File: src/slp_pkg.sv
// Purpose: shared constants for the slot level, pitch and slow oscillator block
// Assumes: 10 MHz clock, 32-bit APB register bus
// Notes: attenuation is kept in steps of one sixteenth octave (about 0.375 dB)
package slp_pkg;

    // ************************************************
    // clock and widths
    // ************************************************
    localparam int unsigned CLOCK_HZ = 10_000_000;
    localparam int SAMPLE_W = 16;
    localparam int STEP_W = 25;
    localparam int PHASE_W = 32;

    // ************************************************
    // register map (byte addresses)
    // ************************************************
    localparam logic [7:0] OFS_LEVEL = 8'h00;
    localparam logic [7:0] OFS_PITCH = 8'h04;
    localparam logic [7:0] OFS_OSC = 8'h08;
    localparam logic [7:0] OFS_MOD_STATUS = 8'h0C;
    localparam logic [7:0] OFS_STEP_STATUS = 8'h10;

    // level register fields
    localparam int TL_LSB = 0;
    localparam int BYPASS_BIT = 8;
    // pitch register fields
    localparam int FINE_LSB = 0;
    localparam int OCT_LSB = 12;
    // oscillator register fields
    localparam int HOLD_BIT = 0;
    localparam int RATE_LSB = 1;
    localparam int AM_WAVE_LSB = 8;
    localparam int AM_DEPTH_LSB = 10;
    localparam int PM_WAVE_LSB = 16;
    localparam int PM_DEPTH_LSB = 18;

    // reset values
    localparam logic [7:0] RST_TL = 8'h00;
    localparam logic RST_BYPASS = 1'b0;
    localparam logic [9:0] RST_FINE = 10'h000;
    localparam logic [3:0] RST_OCT = 4'h0;
    localparam logic RST_HOLD = 1'b0;
    localparam logic [4:0] RST_RATE = 5'h00;
    localparam logic [1:0] RST_WAVE = 2'h0;
    localparam logic [2:0] RST_DEPTH = 3'h0;
    localparam logic [15:0] RST_NOISE_SEED = 16'hACE1;

    // ************************************************
    // datapath constants
    // ************************************************
    localparam logic [10:0] UNITY_FINE = 11'h400;
    localparam logic [8:0] ROUND_HALF = 9'h080;
    localparam logic [10:0] ATT_MUTE = 11'h100;
    localparam int MANT_FRAC = 15;
    localparam int PM_DEPTH_SHIFT = 7;
    localparam int PROD_TO_STEP = 4;

    typedef enum logic [3:0] {
        SLP_SAW = 4'b0001,
        SLP_RECT = 4'b0010,
        SLP_TRI = 4'b0100,
        SLP_NOISE = 4'b1000
    } slp_wave_t;

    // 2^(-k/16) in Q15
    function automatic logic [15:0] slp_mant(input logic [3:0] k);
        case (k)
            4'h0: slp_mant = 16'h8000;
            4'h1: slp_mant = 16'h7A93;
            4'h2: slp_mant = 16'h7560;
            4'h3: slp_mant = 16'h7066;
            4'h4: slp_mant = 16'h6BA2;
            4'h5: slp_mant = 16'h6712;
            4'h6: slp_mant = 16'h62B4;
            4'h7: slp_mant = 16'h5E84;
            4'h8: slp_mant = 16'h5A82;
            4'h9: slp_mant = 16'h56AC;
            4'hA: slp_mant = 16'h52FF;
            4'hB: slp_mant = 16'h4F7B;
            4'hC: slp_mant = 16'h4C1C;
            4'hD: slp_mant = 16'h48E2;
            4'hE: slp_mant = 16'h45CB;
            default: slp_mant = 16'h42D5;
        endcase
    endfunction

    // peak level swing in attenuation steps: 0, .4, .8, 1.5, 3, 6, 12, 24 dB
    function automatic logic [7:0] slp_am_peak(input logic [2:0] d);
        case (d)
            3'h0: slp_am_peak = 8'h00;
            3'h1: slp_am_peak = 8'h01;
            3'h2: slp_am_peak = 8'h02;
            3'h3: slp_am_peak = 8'h04;
            3'h4: slp_am_peak = 8'h08;
            3'h5: slp_am_peak = 8'h10;
            3'h6: slp_am_peak = 8'h20;
            default: slp_am_peak = 8'h40;
        endcase
    endfunction

    // peak pitch swing in fine-number units: 0, 7, 13.5, 27, 55, 112, 230, 494 cent
    function automatic logic [9:0] slp_pm_peak(input logic [2:0] d);
        case (d)
            3'h0: slp_pm_peak = 10'h000;
            3'h1: slp_pm_peak = 10'h004;
            3'h2: slp_pm_peak = 10'h008;
            3'h3: slp_pm_peak = 10'h010;
            3'h4: slp_pm_peak = 10'h021;
            3'h5: slp_pm_peak = 10'h044;
            3'h6: slp_pm_peak = 10'h090;
            default: slp_pm_peak = 10'h155;
        endcase
    endfunction

    // oscillator rate in hundredths of a hertz
    function automatic int unsigned slp_rate_chz(input logic [4:0] r);
        case (r)
            5'h00: slp_rate_chz = 17;
            5'h01: slp_rate_chz = 19;
            5'h02: slp_rate_chz = 23;
            5'h03: slp_rate_chz = 27;
            5'h04: slp_rate_chz = 34;
            5'h05: slp_rate_chz = 39;
            5'h06: slp_rate_chz = 45;
            5'h07: slp_rate_chz = 55;
            5'h08: slp_rate_chz = 68;
            5'h09: slp_rate_chz = 78;
            5'h0A: slp_rate_chz = 92;
            5'h0B: slp_rate_chz = 110;
            5'h0C: slp_rate_chz = 139;
            5'h0D: slp_rate_chz = 160;
            5'h0E: slp_rate_chz = 187;
            5'h0F: slp_rate_chz = 227;
            5'h10: slp_rate_chz = 287;
            5'h11: slp_rate_chz = 331;
            5'h12: slp_rate_chz = 392;
            5'h13: slp_rate_chz = 479;
            5'h14: slp_rate_chz = 615;
            5'h15: slp_rate_chz = 718;
            5'h16: slp_rate_chz = 860;
            5'h17: slp_rate_chz = 1080;
            5'h18: slp_rate_chz = 1440;
            5'h19: slp_rate_chz = 1720;
            5'h1A: slp_rate_chz = 2150;
            5'h1B: slp_rate_chz = 2870;
            5'h1C: slp_rate_chz = 4310;
            5'h1D: slp_rate_chz = 5740;
            5'h1E: slp_rate_chz = 8610;
            default: slp_rate_chz = 17230;
        endcase
    endfunction

    // phase increment per clock for a full 2^32 cycle
    function automatic logic [31:0] slp_rate_inc(input logic [4:0] r);
        longint unsigned num;
        num = longint'(slp_rate_chz(r)) << PHASE_W;
        slp_rate_inc = 32'(num / (longint'(100) * longint'(CLOCK_HZ)));
    endfunction

endpackage

File: src/slp_slot.sv
// Purpose: one sound slot's level, pitch step and slow modulation oscillator
// Assumes: sound data and envelope gain come from logic on the same clock
// Notes: registers reached over APB; answer is given with zero wait states
//
// Summary of operation
// - attenuation is sum of weighted level bits
// - amplitude scaled by product of bit ratios
// - bypass flag skips envelope, level and amplitude modulation
// - octave field shifts pitch by whole octaves
// - zero fine and octave give source rate
// - rate scaled by (1024 + fine) / 1024
// - each slot has its own oscillator
// - four waves, code 3 is noise
// - noise ignores hold and rate
// - separate wave and depth per side
// - hold bit 1 resets, 0 runs oscillator
// - five-bit rate code picks table frequency
// - amplitude depth codes 1..6 give 0.4..12 dB
// - pitch depth codes 1..6 give 7..230 cent
// - both outputs 8 bits, pitch signed
// - amplitude depth 7 gives 24 dB
// - pitch depth 7 gives 494 cent
//
// Our own choices: register access over APB and the register offsets.
`timescale 1ns/10ps
module slp_slot (
    input wire logic i_clock,                                     // 10 MHz clock
    input wire logic i_resetn,                                    // async reset, active low
    input wire logic i_psel,                                      // apb select
    input wire logic i_penable,                                   // apb access phase
    input wire logic i_pwrite,                                    // apb write
    input wire logic [7:0] i_paddr,                               // apb byte address
    input wire logic [31:0] i_pwdata,                             // apb write data
    output logic [31:0] o_prdata,                                 // apb read data
    output logic o_pready,                                        // apb ready
    output logic o_pslverr,                                       // apb error, unmapped address
    input wire logic signed [slp_pkg::SAMPLE_W-1:0] i_sample,     // slot sound data
    input wire logic [9:0] i_envelope_gain,                       // envelope attenuation steps
    output logic signed [slp_pkg::SAMPLE_W-1:0] o_sample,         // scaled slot output
    output logic [slp_pkg::STEP_W-1:0] o_phase_step,              // waveform step, 16 fraction bits
    output logic [7:0] o_amp_mod_value,                           // amplitude modulation value
    output logic signed [7:0] o_pitch_mod_value                   // pitch modulation value
);
    import slp_pkg::*;

    // ************************************************
    // registers
    // ************************************************
    logic [7:0] total_level_attenuation;
    logic direct_bypass_flag;
    logic [9:0] fine_pitch_number;
    logic [3:0] octave_shift_field;
    logic slow_osc_hold;
    logic [4:0] slow_osc_rate;
    logic [1:0] amp_mod_wave_select;
    logic [2:0] amp_mod_depth;
    logic [1:0] pitch_mod_wave_select;
    logic [2:0] pitch_mod_depth;

    logic setup_phase;
    logic access_phase;
    logic addr_hit;
    logic [31:0] next_prdata;

    assign setup_phase = i_psel & ~i_penable;
    assign access_phase = i_psel & i_penable;
    assign o_pready = 1'b1;

    always_comb begin
        addr_hit = 1'b1;
        next_prdata = 32'h0000_0000;
        case (i_paddr)
            OFS_LEVEL: begin
                next_prdata[TL_LSB +: 8] = total_level_attenuation;
                next_prdata[BYPASS_BIT] = direct_bypass_flag;
            end
            OFS_PITCH: begin
                next_prdata[FINE_LSB +: 10] = fine_pitch_number;
                next_prdata[OCT_LSB +: 4] = octave_shift_field;
            end
            OFS_OSC: begin
                next_prdata[HOLD_BIT] = slow_osc_hold;
                next_prdata[RATE_LSB +: 5] = slow_osc_rate;
                next_prdata[AM_WAVE_LSB +: 2] = amp_mod_wave_select;
                next_prdata[AM_DEPTH_LSB +: 3] = amp_mod_depth;
                next_prdata[PM_WAVE_LSB +: 2] = pitch_mod_wave_select;
                next_prdata[PM_DEPTH_LSB +: 3] = pitch_mod_depth;
            end
            OFS_MOD_STATUS: begin
                next_prdata[15:0] = {o_pitch_mod_value, o_amp_mod_value};
            end
            OFS_STEP_STATUS: begin
                next_prdata[STEP_W-1:0] = o_phase_step;
            end
            default: begin
                addr_hit = 1'b0;
            end
        endcase
    end

    // read data captured in the setup cycle so it leaves a flip-flop
    always_ff @(posedge i_clock or negedge i_resetn) begin
        if (!i_resetn) begin
            o_prdata <= 32'h0000_0000;
        end else if (setup_phase) begin
            o_prdata <= next_prdata;
        end
    end

    assign o_pslverr = access_phase & ~addr_hit;

    always_ff @(posedge i_clock or negedge i_resetn) begin
        if (!i_resetn) begin
            total_level_attenuation <= RST_TL;
            direct_bypass_flag <= RST_BYPASS;
            fine_pitch_number <= RST_FINE;
            octave_shift_field <= RST_OCT;
            slow_osc_hold <= RST_HOLD;
            slow_osc_rate <= RST_RATE;
            amp_mod_wave_select <= RST_WAVE;
            amp_mod_depth <= RST_DEPTH;
            pitch_mod_wave_select <= RST_WAVE;
            pitch_mod_depth <= RST_DEPTH;
        end else if (access_phase && i_pwrite) begin
            case (i_paddr)
                OFS_LEVEL: begin
                    total_level_attenuation <= i_pwdata[TL_LSB +: 8];
                    direct_bypass_flag <= i_pwdata[BYPASS_BIT];
                end
                OFS_PITCH: begin
                    fine_pitch_number <= i_pwdata[FINE_LSB +: 10];
                    octave_shift_field <= i_pwdata[OCT_LSB +: 4];
                end
                OFS_OSC: begin
                    slow_osc_hold <= i_pwdata[HOLD_BIT];
                    slow_osc_rate <= i_pwdata[RATE_LSB +: 5];
                    amp_mod_wave_select <= i_pwdata[AM_WAVE_LSB +: 2];
                    amp_mod_depth <= i_pwdata[AM_DEPTH_LSB +: 3];
                    pitch_mod_wave_select <= i_pwdata[PM_WAVE_LSB +: 2];
                    pitch_mod_depth <= i_pwdata[PM_DEPTH_LSB +: 3];
                end
                default: begin
                end
            endcase
        end
    end

    // ************************************************
    // slow oscillator, private to this slot
    // ************************************************
    logic [PHASE_W-1:0] osc_phase;
    logic [15:0] noise_lfsr;
    logic [7:0] ph;

    always_ff @(posedge i_clock or negedge i_resetn) begin
        if (!i_resetn) begin
            osc_phase <= '0;
        end else if (slow_osc_hold) begin
            osc_phase <= '0;
        end else begin
            osc_phase <= osc_phase + slp_rate_inc(slow_osc_rate);
        end
    end

    // noise free-runs: neither hold nor rate touch it
    always_ff @(posedge i_clock or negedge i_resetn) begin
        if (!i_resetn) begin
            noise_lfsr <= RST_NOISE_SEED;
        end else begin
            noise_lfsr <= {noise_lfsr[14:0], noise_lfsr[15] ^ noise_lfsr[13] ^ noise_lfsr[12] ^ noise_lfsr[10]};
        end
    end

    assign ph = osc_phase[PHASE_W-1 -: 8];

    function automatic slp_wave_t decode_wave(input logic [1:0] sel);
        case (sel)
            2'h0: decode_wave = SLP_SAW;
            2'h1: decode_wave = SLP_RECT;
            2'h2: decode_wave = SLP_TRI;
            default: decode_wave = SLP_NOISE;
        endcase
    endfunction

    slp_wave_t amp_wave;
    slp_wave_t pitch_wave;
    logic [7:0] tri_up;
    logic [7:0] next_amp;
    logic [7:0] next_pitch;

    assign amp_wave = decode_wave(amp_mod_wave_select);
    assign pitch_wave = decode_wave(pitch_mod_wave_select);
    assign tri_up = ph[7] ? ~{ph[6:0], 1'b0} : {ph[6:0], 1'b0};

    // amplitude side: 00 no attenuation, FF deepest
    always_comb begin
        case (amp_wave)
            SLP_SAW: next_amp = ph;
            SLP_RECT: next_amp = ph[7] ? 8'hFF : 8'h00;
            SLP_TRI: next_amp = tri_up;
            SLP_NOISE: next_amp = noise_lfsr[7:0];
            default: next_amp = 8'h00;
        endcase
    end

    // pitch side: signed, 7F top, 80 bottom
    always_comb begin
        case (pitch_wave)
            SLP_SAW: next_pitch = ph ^ 8'h80;
            SLP_RECT: next_pitch = ph[7] ? 8'h80 : 8'h7F;
            SLP_TRI: next_pitch = tri_up ^ 8'h80;
            SLP_NOISE: next_pitch = noise_lfsr[15:8];
            default: next_pitch = 8'h00;
        endcase
    end

    always_ff @(posedge i_clock or negedge i_resetn) begin
        if (!i_resetn) begin
            o_amp_mod_value <= 8'h00;
            o_pitch_mod_value <= 8'sh00;
        end else begin
            o_amp_mod_value <= next_amp;
            o_pitch_mod_value <= next_pitch;
        end
    end

    // ************************************************
    // level path
    // ************************************************
    // level code is linear in log steps, so bit weights add (48 dB .. 0.4 dB)
    logic [16:0] am_prod;
    logic [8:0] am_att;
    logic [10:0] total_att;
    logic signed [32:0] level_prod;
    logic signed [32:0] level_shifted;
    logic signed [SAMPLE_W-1:0] next_sample;

    assign am_prod = 17'(o_amp_mod_value * slp_am_peak(amp_mod_depth)) + 17'(ROUND_HALF);
    assign am_att = am_prod[16:8];
    assign total_att = 11'(total_level_attenuation) + 11'(i_envelope_gain) + 11'(am_att);

    // mantissa times whole-octave shift gives the per-bit ratio product
    assign level_prod = i_sample * $signed({1'b0, slp_mant(total_att[3:0])});
    assign level_shifted = (level_prod >>> MANT_FRAC) >>> total_att[7:4];

    always_comb begin
        if (direct_bypass_flag) begin
            next_sample = i_sample;
        end else if (total_att >= ATT_MUTE) begin
            // beyond 96 dB the result is below one step anyway
            next_sample = '0;
        end else begin
            next_sample = level_shifted[SAMPLE_W-1:0];
        end
    end

    always_ff @(posedge i_clock or negedge i_resetn) begin
        if (!i_resetn) begin
            o_sample <= '0;
        end else begin
            o_sample <= next_sample;
        end
    end

    // ************************************************
    // pitch path
    // ************************************************
    // linear approximation of the cent swing; error grows toward depth 7
    logic signed [18:0] pm_prod;
    logic signed [18:0] pm_delta;
    logic [10:0] pm_factor;
    logic [21:0] rate_prod;
    logic [17:0] base_step;
    logic [STEP_W-1:0] next_step;
    logic [3:0] down_shift;

    assign pm_prod = o_pitch_mod_value * $signed({1'b0, slp_pm_peak(pitch_mod_depth)});
    assign pm_delta = pm_prod >>> PM_DEPTH_SHIFT;
    assign pm_factor = 11'($signed({8'h00, UNITY_FINE}) + pm_delta);
    assign rate_prod = (UNITY_FINE + 11'(fine_pitch_number)) * pm_factor;
    assign base_step = rate_prod[PROD_TO_STEP +: 18];
    assign down_shift = 4'h0 - octave_shift_field;

    always_comb begin
        if (!octave_shift_field[3]) begin
            next_step = STEP_W'(base_step) << octave_shift_field[2:0];
        end else begin
            next_step = STEP_W'(base_step) >> down_shift;
        end
    end

    always_ff @(posedge i_clock or negedge i_resetn) begin
        if (!i_resetn) begin
            o_phase_step <= '0;
        end else begin
            o_phase_step <= next_step;
        end
    end

endmodule

File: config.mk
export PLATFORM = sky130hd
export DESIGN_NAME = slp_slot
export DESIGN_NICKNAME = d
export VERILOG_FILES = /design/src/slp_pkg.sv /design/src/slp_slot.sv
export SDC_FILE = /design/constraint.sdc
export NUM_CORES = 2
export LEC_CHECK = 0
export ABC_AREA = 0
export ABC_CLOCK_PERIOD_IN_PS = 29000
export BUFFER_PORTS_ARGS = -buffer_cell sky130_fd_sc_hd__buf_2
export CAP_MARGIN = 40
export CORE_UTILIZATION = 60
export DETAILED_ROUTE_END_ITERATION = 10
export PLACE_DENSITY = 0.82
export SYNTH_ARGS = -nofsm -noshare
export SYNTH_HDL_FRONTEND = slang
export SYNTH_SLANG_ARGS = --single-unit
export TNS_END_PERCENT = 10
File: constraint.sdc
create_clock -name i_clock -period 29 [get_ports i_clock]
set_input_delay 5.8 -clock i_clock [delete_from_list [all_inputs] [get_ports i_clock]]
set_output_delay 5.8 -clock i_clock [all_outputs]
set_load 0.05 [all_outputs]
==> metrics.md <==
| Metric | Value |
|---|---|
| Clock root cell | clkbuf_16 |
| Fin Hold WS | roughly 0.37 ns |
| H-tree levels | 4 |
| Status | finished, final reports clean |
| Sequential share of the synthesized area | 0.0995 |
| Layout Nets | about 6,300 |
| PortBufs | between 100 and 150 |
| Worst-Margin Slew | roughly 0.94 ns |
| Cell mode on critical path | a21oi_1 |
| Drt initial violations | 3,857 |
| CTS tree | yes |
| WL final | between 100,000 and 150,000 um |
| Drt first pass iters | 8 |
| Residual DRC count | 0 |
| Initial Util | 0.608 |
| Number of hold buffers added after CTS | 0 |
| Vias per cell | ~6.4 |
| First-pass GRT wire length | 198,000 um |
| Max Cap Viol | 0 |
| Synth Warn # | 0 |
| Hpwl dp | between 90,000 and 100,000 um |
| Post-synth EDFFs | 0 |
| CP Class | reg2reg |
| Mapped Cells | about 5,400 |
| Post-synth top cells | nand2_1 (609), inv_1 (501), nor2_1 (360) |
| Vias | between 40,000 and 50,000 |
| Clock Sinks | between 150 and 200 |
| Avg WL per Cell | ~19 um |
| Required @ worst endpoint | approximately 29 ns |
| Vias in the first global route | roughly 40,000 |
| Clk Latency, worst-skew pair | approximately 0.46 ns |
| Synth cell types | about 150 |
| Worst slew margin | 0.367 |
| Post-route setup slack | approximately 1.3 ns |
| Post-DRT Antenna Nets | 0 |
| Max Fanout on Critical Path | 10 |
| Hold WC Path Type | reg2reg |
| Core ar. | 0.0701 mm2 |
| Register bit total from synthesis | 169 |
| CP max stage cell | or4b_4 |
| Max Freq | 36.1 MHz |
| Cell area power density | around 67 mW/mm2 |
| Tmin final | ~28 ns |
| Die area | between 0.07 and 0.08 mm2 |
| Leading area contributor after synthesis | fa_1 |
| Largest net degree at the start of global routing | 100 |
| Finished Cell Area | ~0.047 mm2 |
| Crit path launch type | register |
| Clk_skew | 0.0233 ns |
| Clock Pin Slew Worst Setup and Hold Paths | approximately 0.080 ns |
| Gr ovfl total | 0 |
| VDD IR max | approximately 0.16 mV |
| CP arrival | between 20 and 30 ns |
| Syn_area_per_cell | a little under 8 um2 |
| I/O pins | 162 |
| Fin. max-slew vios | 0 |
| Hold Vio Cnt, Final | 0 |
| Final Wtd Congestion | around 0.96 |
| DIE WIDTH | around 270 um |
| Pleak | 21.6 nW |
| GRT Total Usage | 0.335 |
| Placed inst area | roughly 0.045 mm2 |
| FP Rows | between 90 and 100 |
| Synthesized cell area | about 0.043 mm2 |
| Syn-to-layout area delta | 9.41% |
| Most frequent cell after synthesis | nand2_1 |
| Kind of end point of the critical path | register |
| Share of layout cells above drive strength 1 | 0.142 |
| Setup TNS | 0 ns |
| Die height | ~270 um |
| CTS Buffer Depth | 2 |
| # setup viols final | 0 |
| Crit path largest cell delay | approximately 0.56 ns |
| Fin crit share | 0.954 |
| Asr flop ratio synth | 1.00 |
| Ranking of synthesized cells by area | fa_1 (16%), dfrtp_1 (9.5%), ha_1 (9.4%) |
| Primary FF master, synth | dfrtp_1 |
| Post-placement worst setup slack | -0.215 ns |
| Initial antenna violation count | 6 |
| Proportion of netlist area held by the largest area contributor | 0.163 |
| CTS Buf Count | 17 |
## timing repair
item / 4_1_cts / 5_1_grt
setup endpoints to repair: 7 / 22
setup buffers: 0 / 35
pin swaps: 0 / 34
gates resized for setup: 5 / 124
## stage by stage
stage | cells | utilization | power (W)
finish | 6475 | 0.665 | 0.00314
global route | 6474 | 0.665 | 0.00345
CTS | 6436 | 0.652 | 0.00302
detailed placement | 6404 | 0.642 | 0.00276
global placement | 6394 | 0.640 | 0.00268
floorplan | 5372 | - | 0.00223
## flip-flops by register name (all words and copies together) (netlist names)
signal / flops
total_level_attenuation: 8
o_sample: 16
pitch_mod_wave_select: 2
o_amp_mod_value: 8
slow_osc_hold: 1
o_prdata: 25
noise_lfsr: 16
octave_shift_field: 4
amp_mod_depth: 3
fine_pitch_number: 10
slow_osc_rate: 5
osc_phase: 32
direct_bypass_flag: 1
amp_mod_wave_select: 2
o_phase_step: 25
pitch_mod_depth: 3
o_pitch_mod_value: 8
## metal layers
metal	track usage	routed length [um]	up-vias
met5	0	40	-
met4	0.134	4970	4
met1	0.440	50900	19900
met3	0.0464	9370	344
li1	-	-	19000
met2	0.556	57900	1851
## where the power goes
group	switching (W)	total, W	leakage, nW	internal [W]
Sequential	0.0000258	0.000290	2.25	0.000264
Combinational	0.00154	0.00261	19.0	0.00107
Clock	0.000122	0.000242	0.301	0.000120
## logic make-up after synthesis
| logic type | share of synthesized area |
|---|---|
| AND/OR/NAND/NOR | 0.219 |
| adder cells (fa/ha/maj) | 0.257 |
| flip-flops | 0.0995 |
| AO/OA/AOI/OAI | 0.222 |
| multiplexers | 0.0495 |
| XOR/XNOR | 0.0779 |
| other | 0.000176 |
| buffers and inverters | 0.0753 |
## worst max-delay path, delay by kind of cell, from the launching register on
kind,cells,cell delay (ns)
flops,1,0.48
fa+ha+maj,12,2.49
buf+inv,9,1.05
simple gates,37,7.76
xor+xnor,3,0.51
compound gates,67,14.21
mux,5,1.00
## final cells by class
class | instances | area [um2]
Multi-Input combinational cell | 4433 | 36000
Fill cell | 5930 | 23500
Sequential cell | 169 | 4250
Timing Repair Buffer | 380 | 2590
Inverter | 518 | 1970
Tap cell | 940 | 1180
Clock buffer | 17 | 425
Clock inverter | 15 | 205
Antenna cell | 3 | 7.51
## final timing paths
kind,start,end,slack (ns),cells after the start
min in group asynchronous,i_resetn,pitch_mod_wave_select[0],5.21,1
worst min-delay path,noise_lfsr[6],noise_lfsr[7],0.37,0
worst max register to register,slow_osc_rate[0],osc_phase[30],1.33,133
worst min register to register,noise_lfsr[6],noise_lfsr[7],0.37,0
max in group asynchronous,i_resetn,noise_lfsr[12],22.34,3
worst max-delay path,slow_osc_rate[0],osc_phase[30],1.33,133
## placed cells by master (no fill, tap or decap), drive strengths merged, types with 20 or more instances in the layout
cell type | netlist | routed
nand2 | 616 | 616
inv | 517 | 526
buf | 92 | 379
nor2 | 364 | 364
fa | 347 | 347
ha | 321 | 321
a21oi | 292 | 292
and2 | 276 | 276
o21ai | 265 | 265
xnor2 | 256 | 256
dfrtp | 161 | 161
nor3 | 121 | 121
xor2 | 119 | 119
mux2i | 91 | 91
nand3 | 83 | 83
nand2b | 70 | 70
mux2 | 70 | 70
a211oi | 63 | 63
o211ai | 58 | 58
a21o | 57 | 57
a31oi | 54 | 54
o21a | 52 | 52
nor2b | 50 | 50
or3 | 44 | 44
or2 | 42 | 42
o21bai | 40 | 40
o31ai | 39 | 39
and3 | 38 | 38
o22ai | 37 | 37
a22o | 33 | 33
nor4 | 31 | 31
a211o | 25 | 25
nor3b | 24 | 24
a21boi | 23 | 23
o211a | 20 | 20
o311ai | 20 | 20
Note: power is estimated with default switching activity, not from simulation.
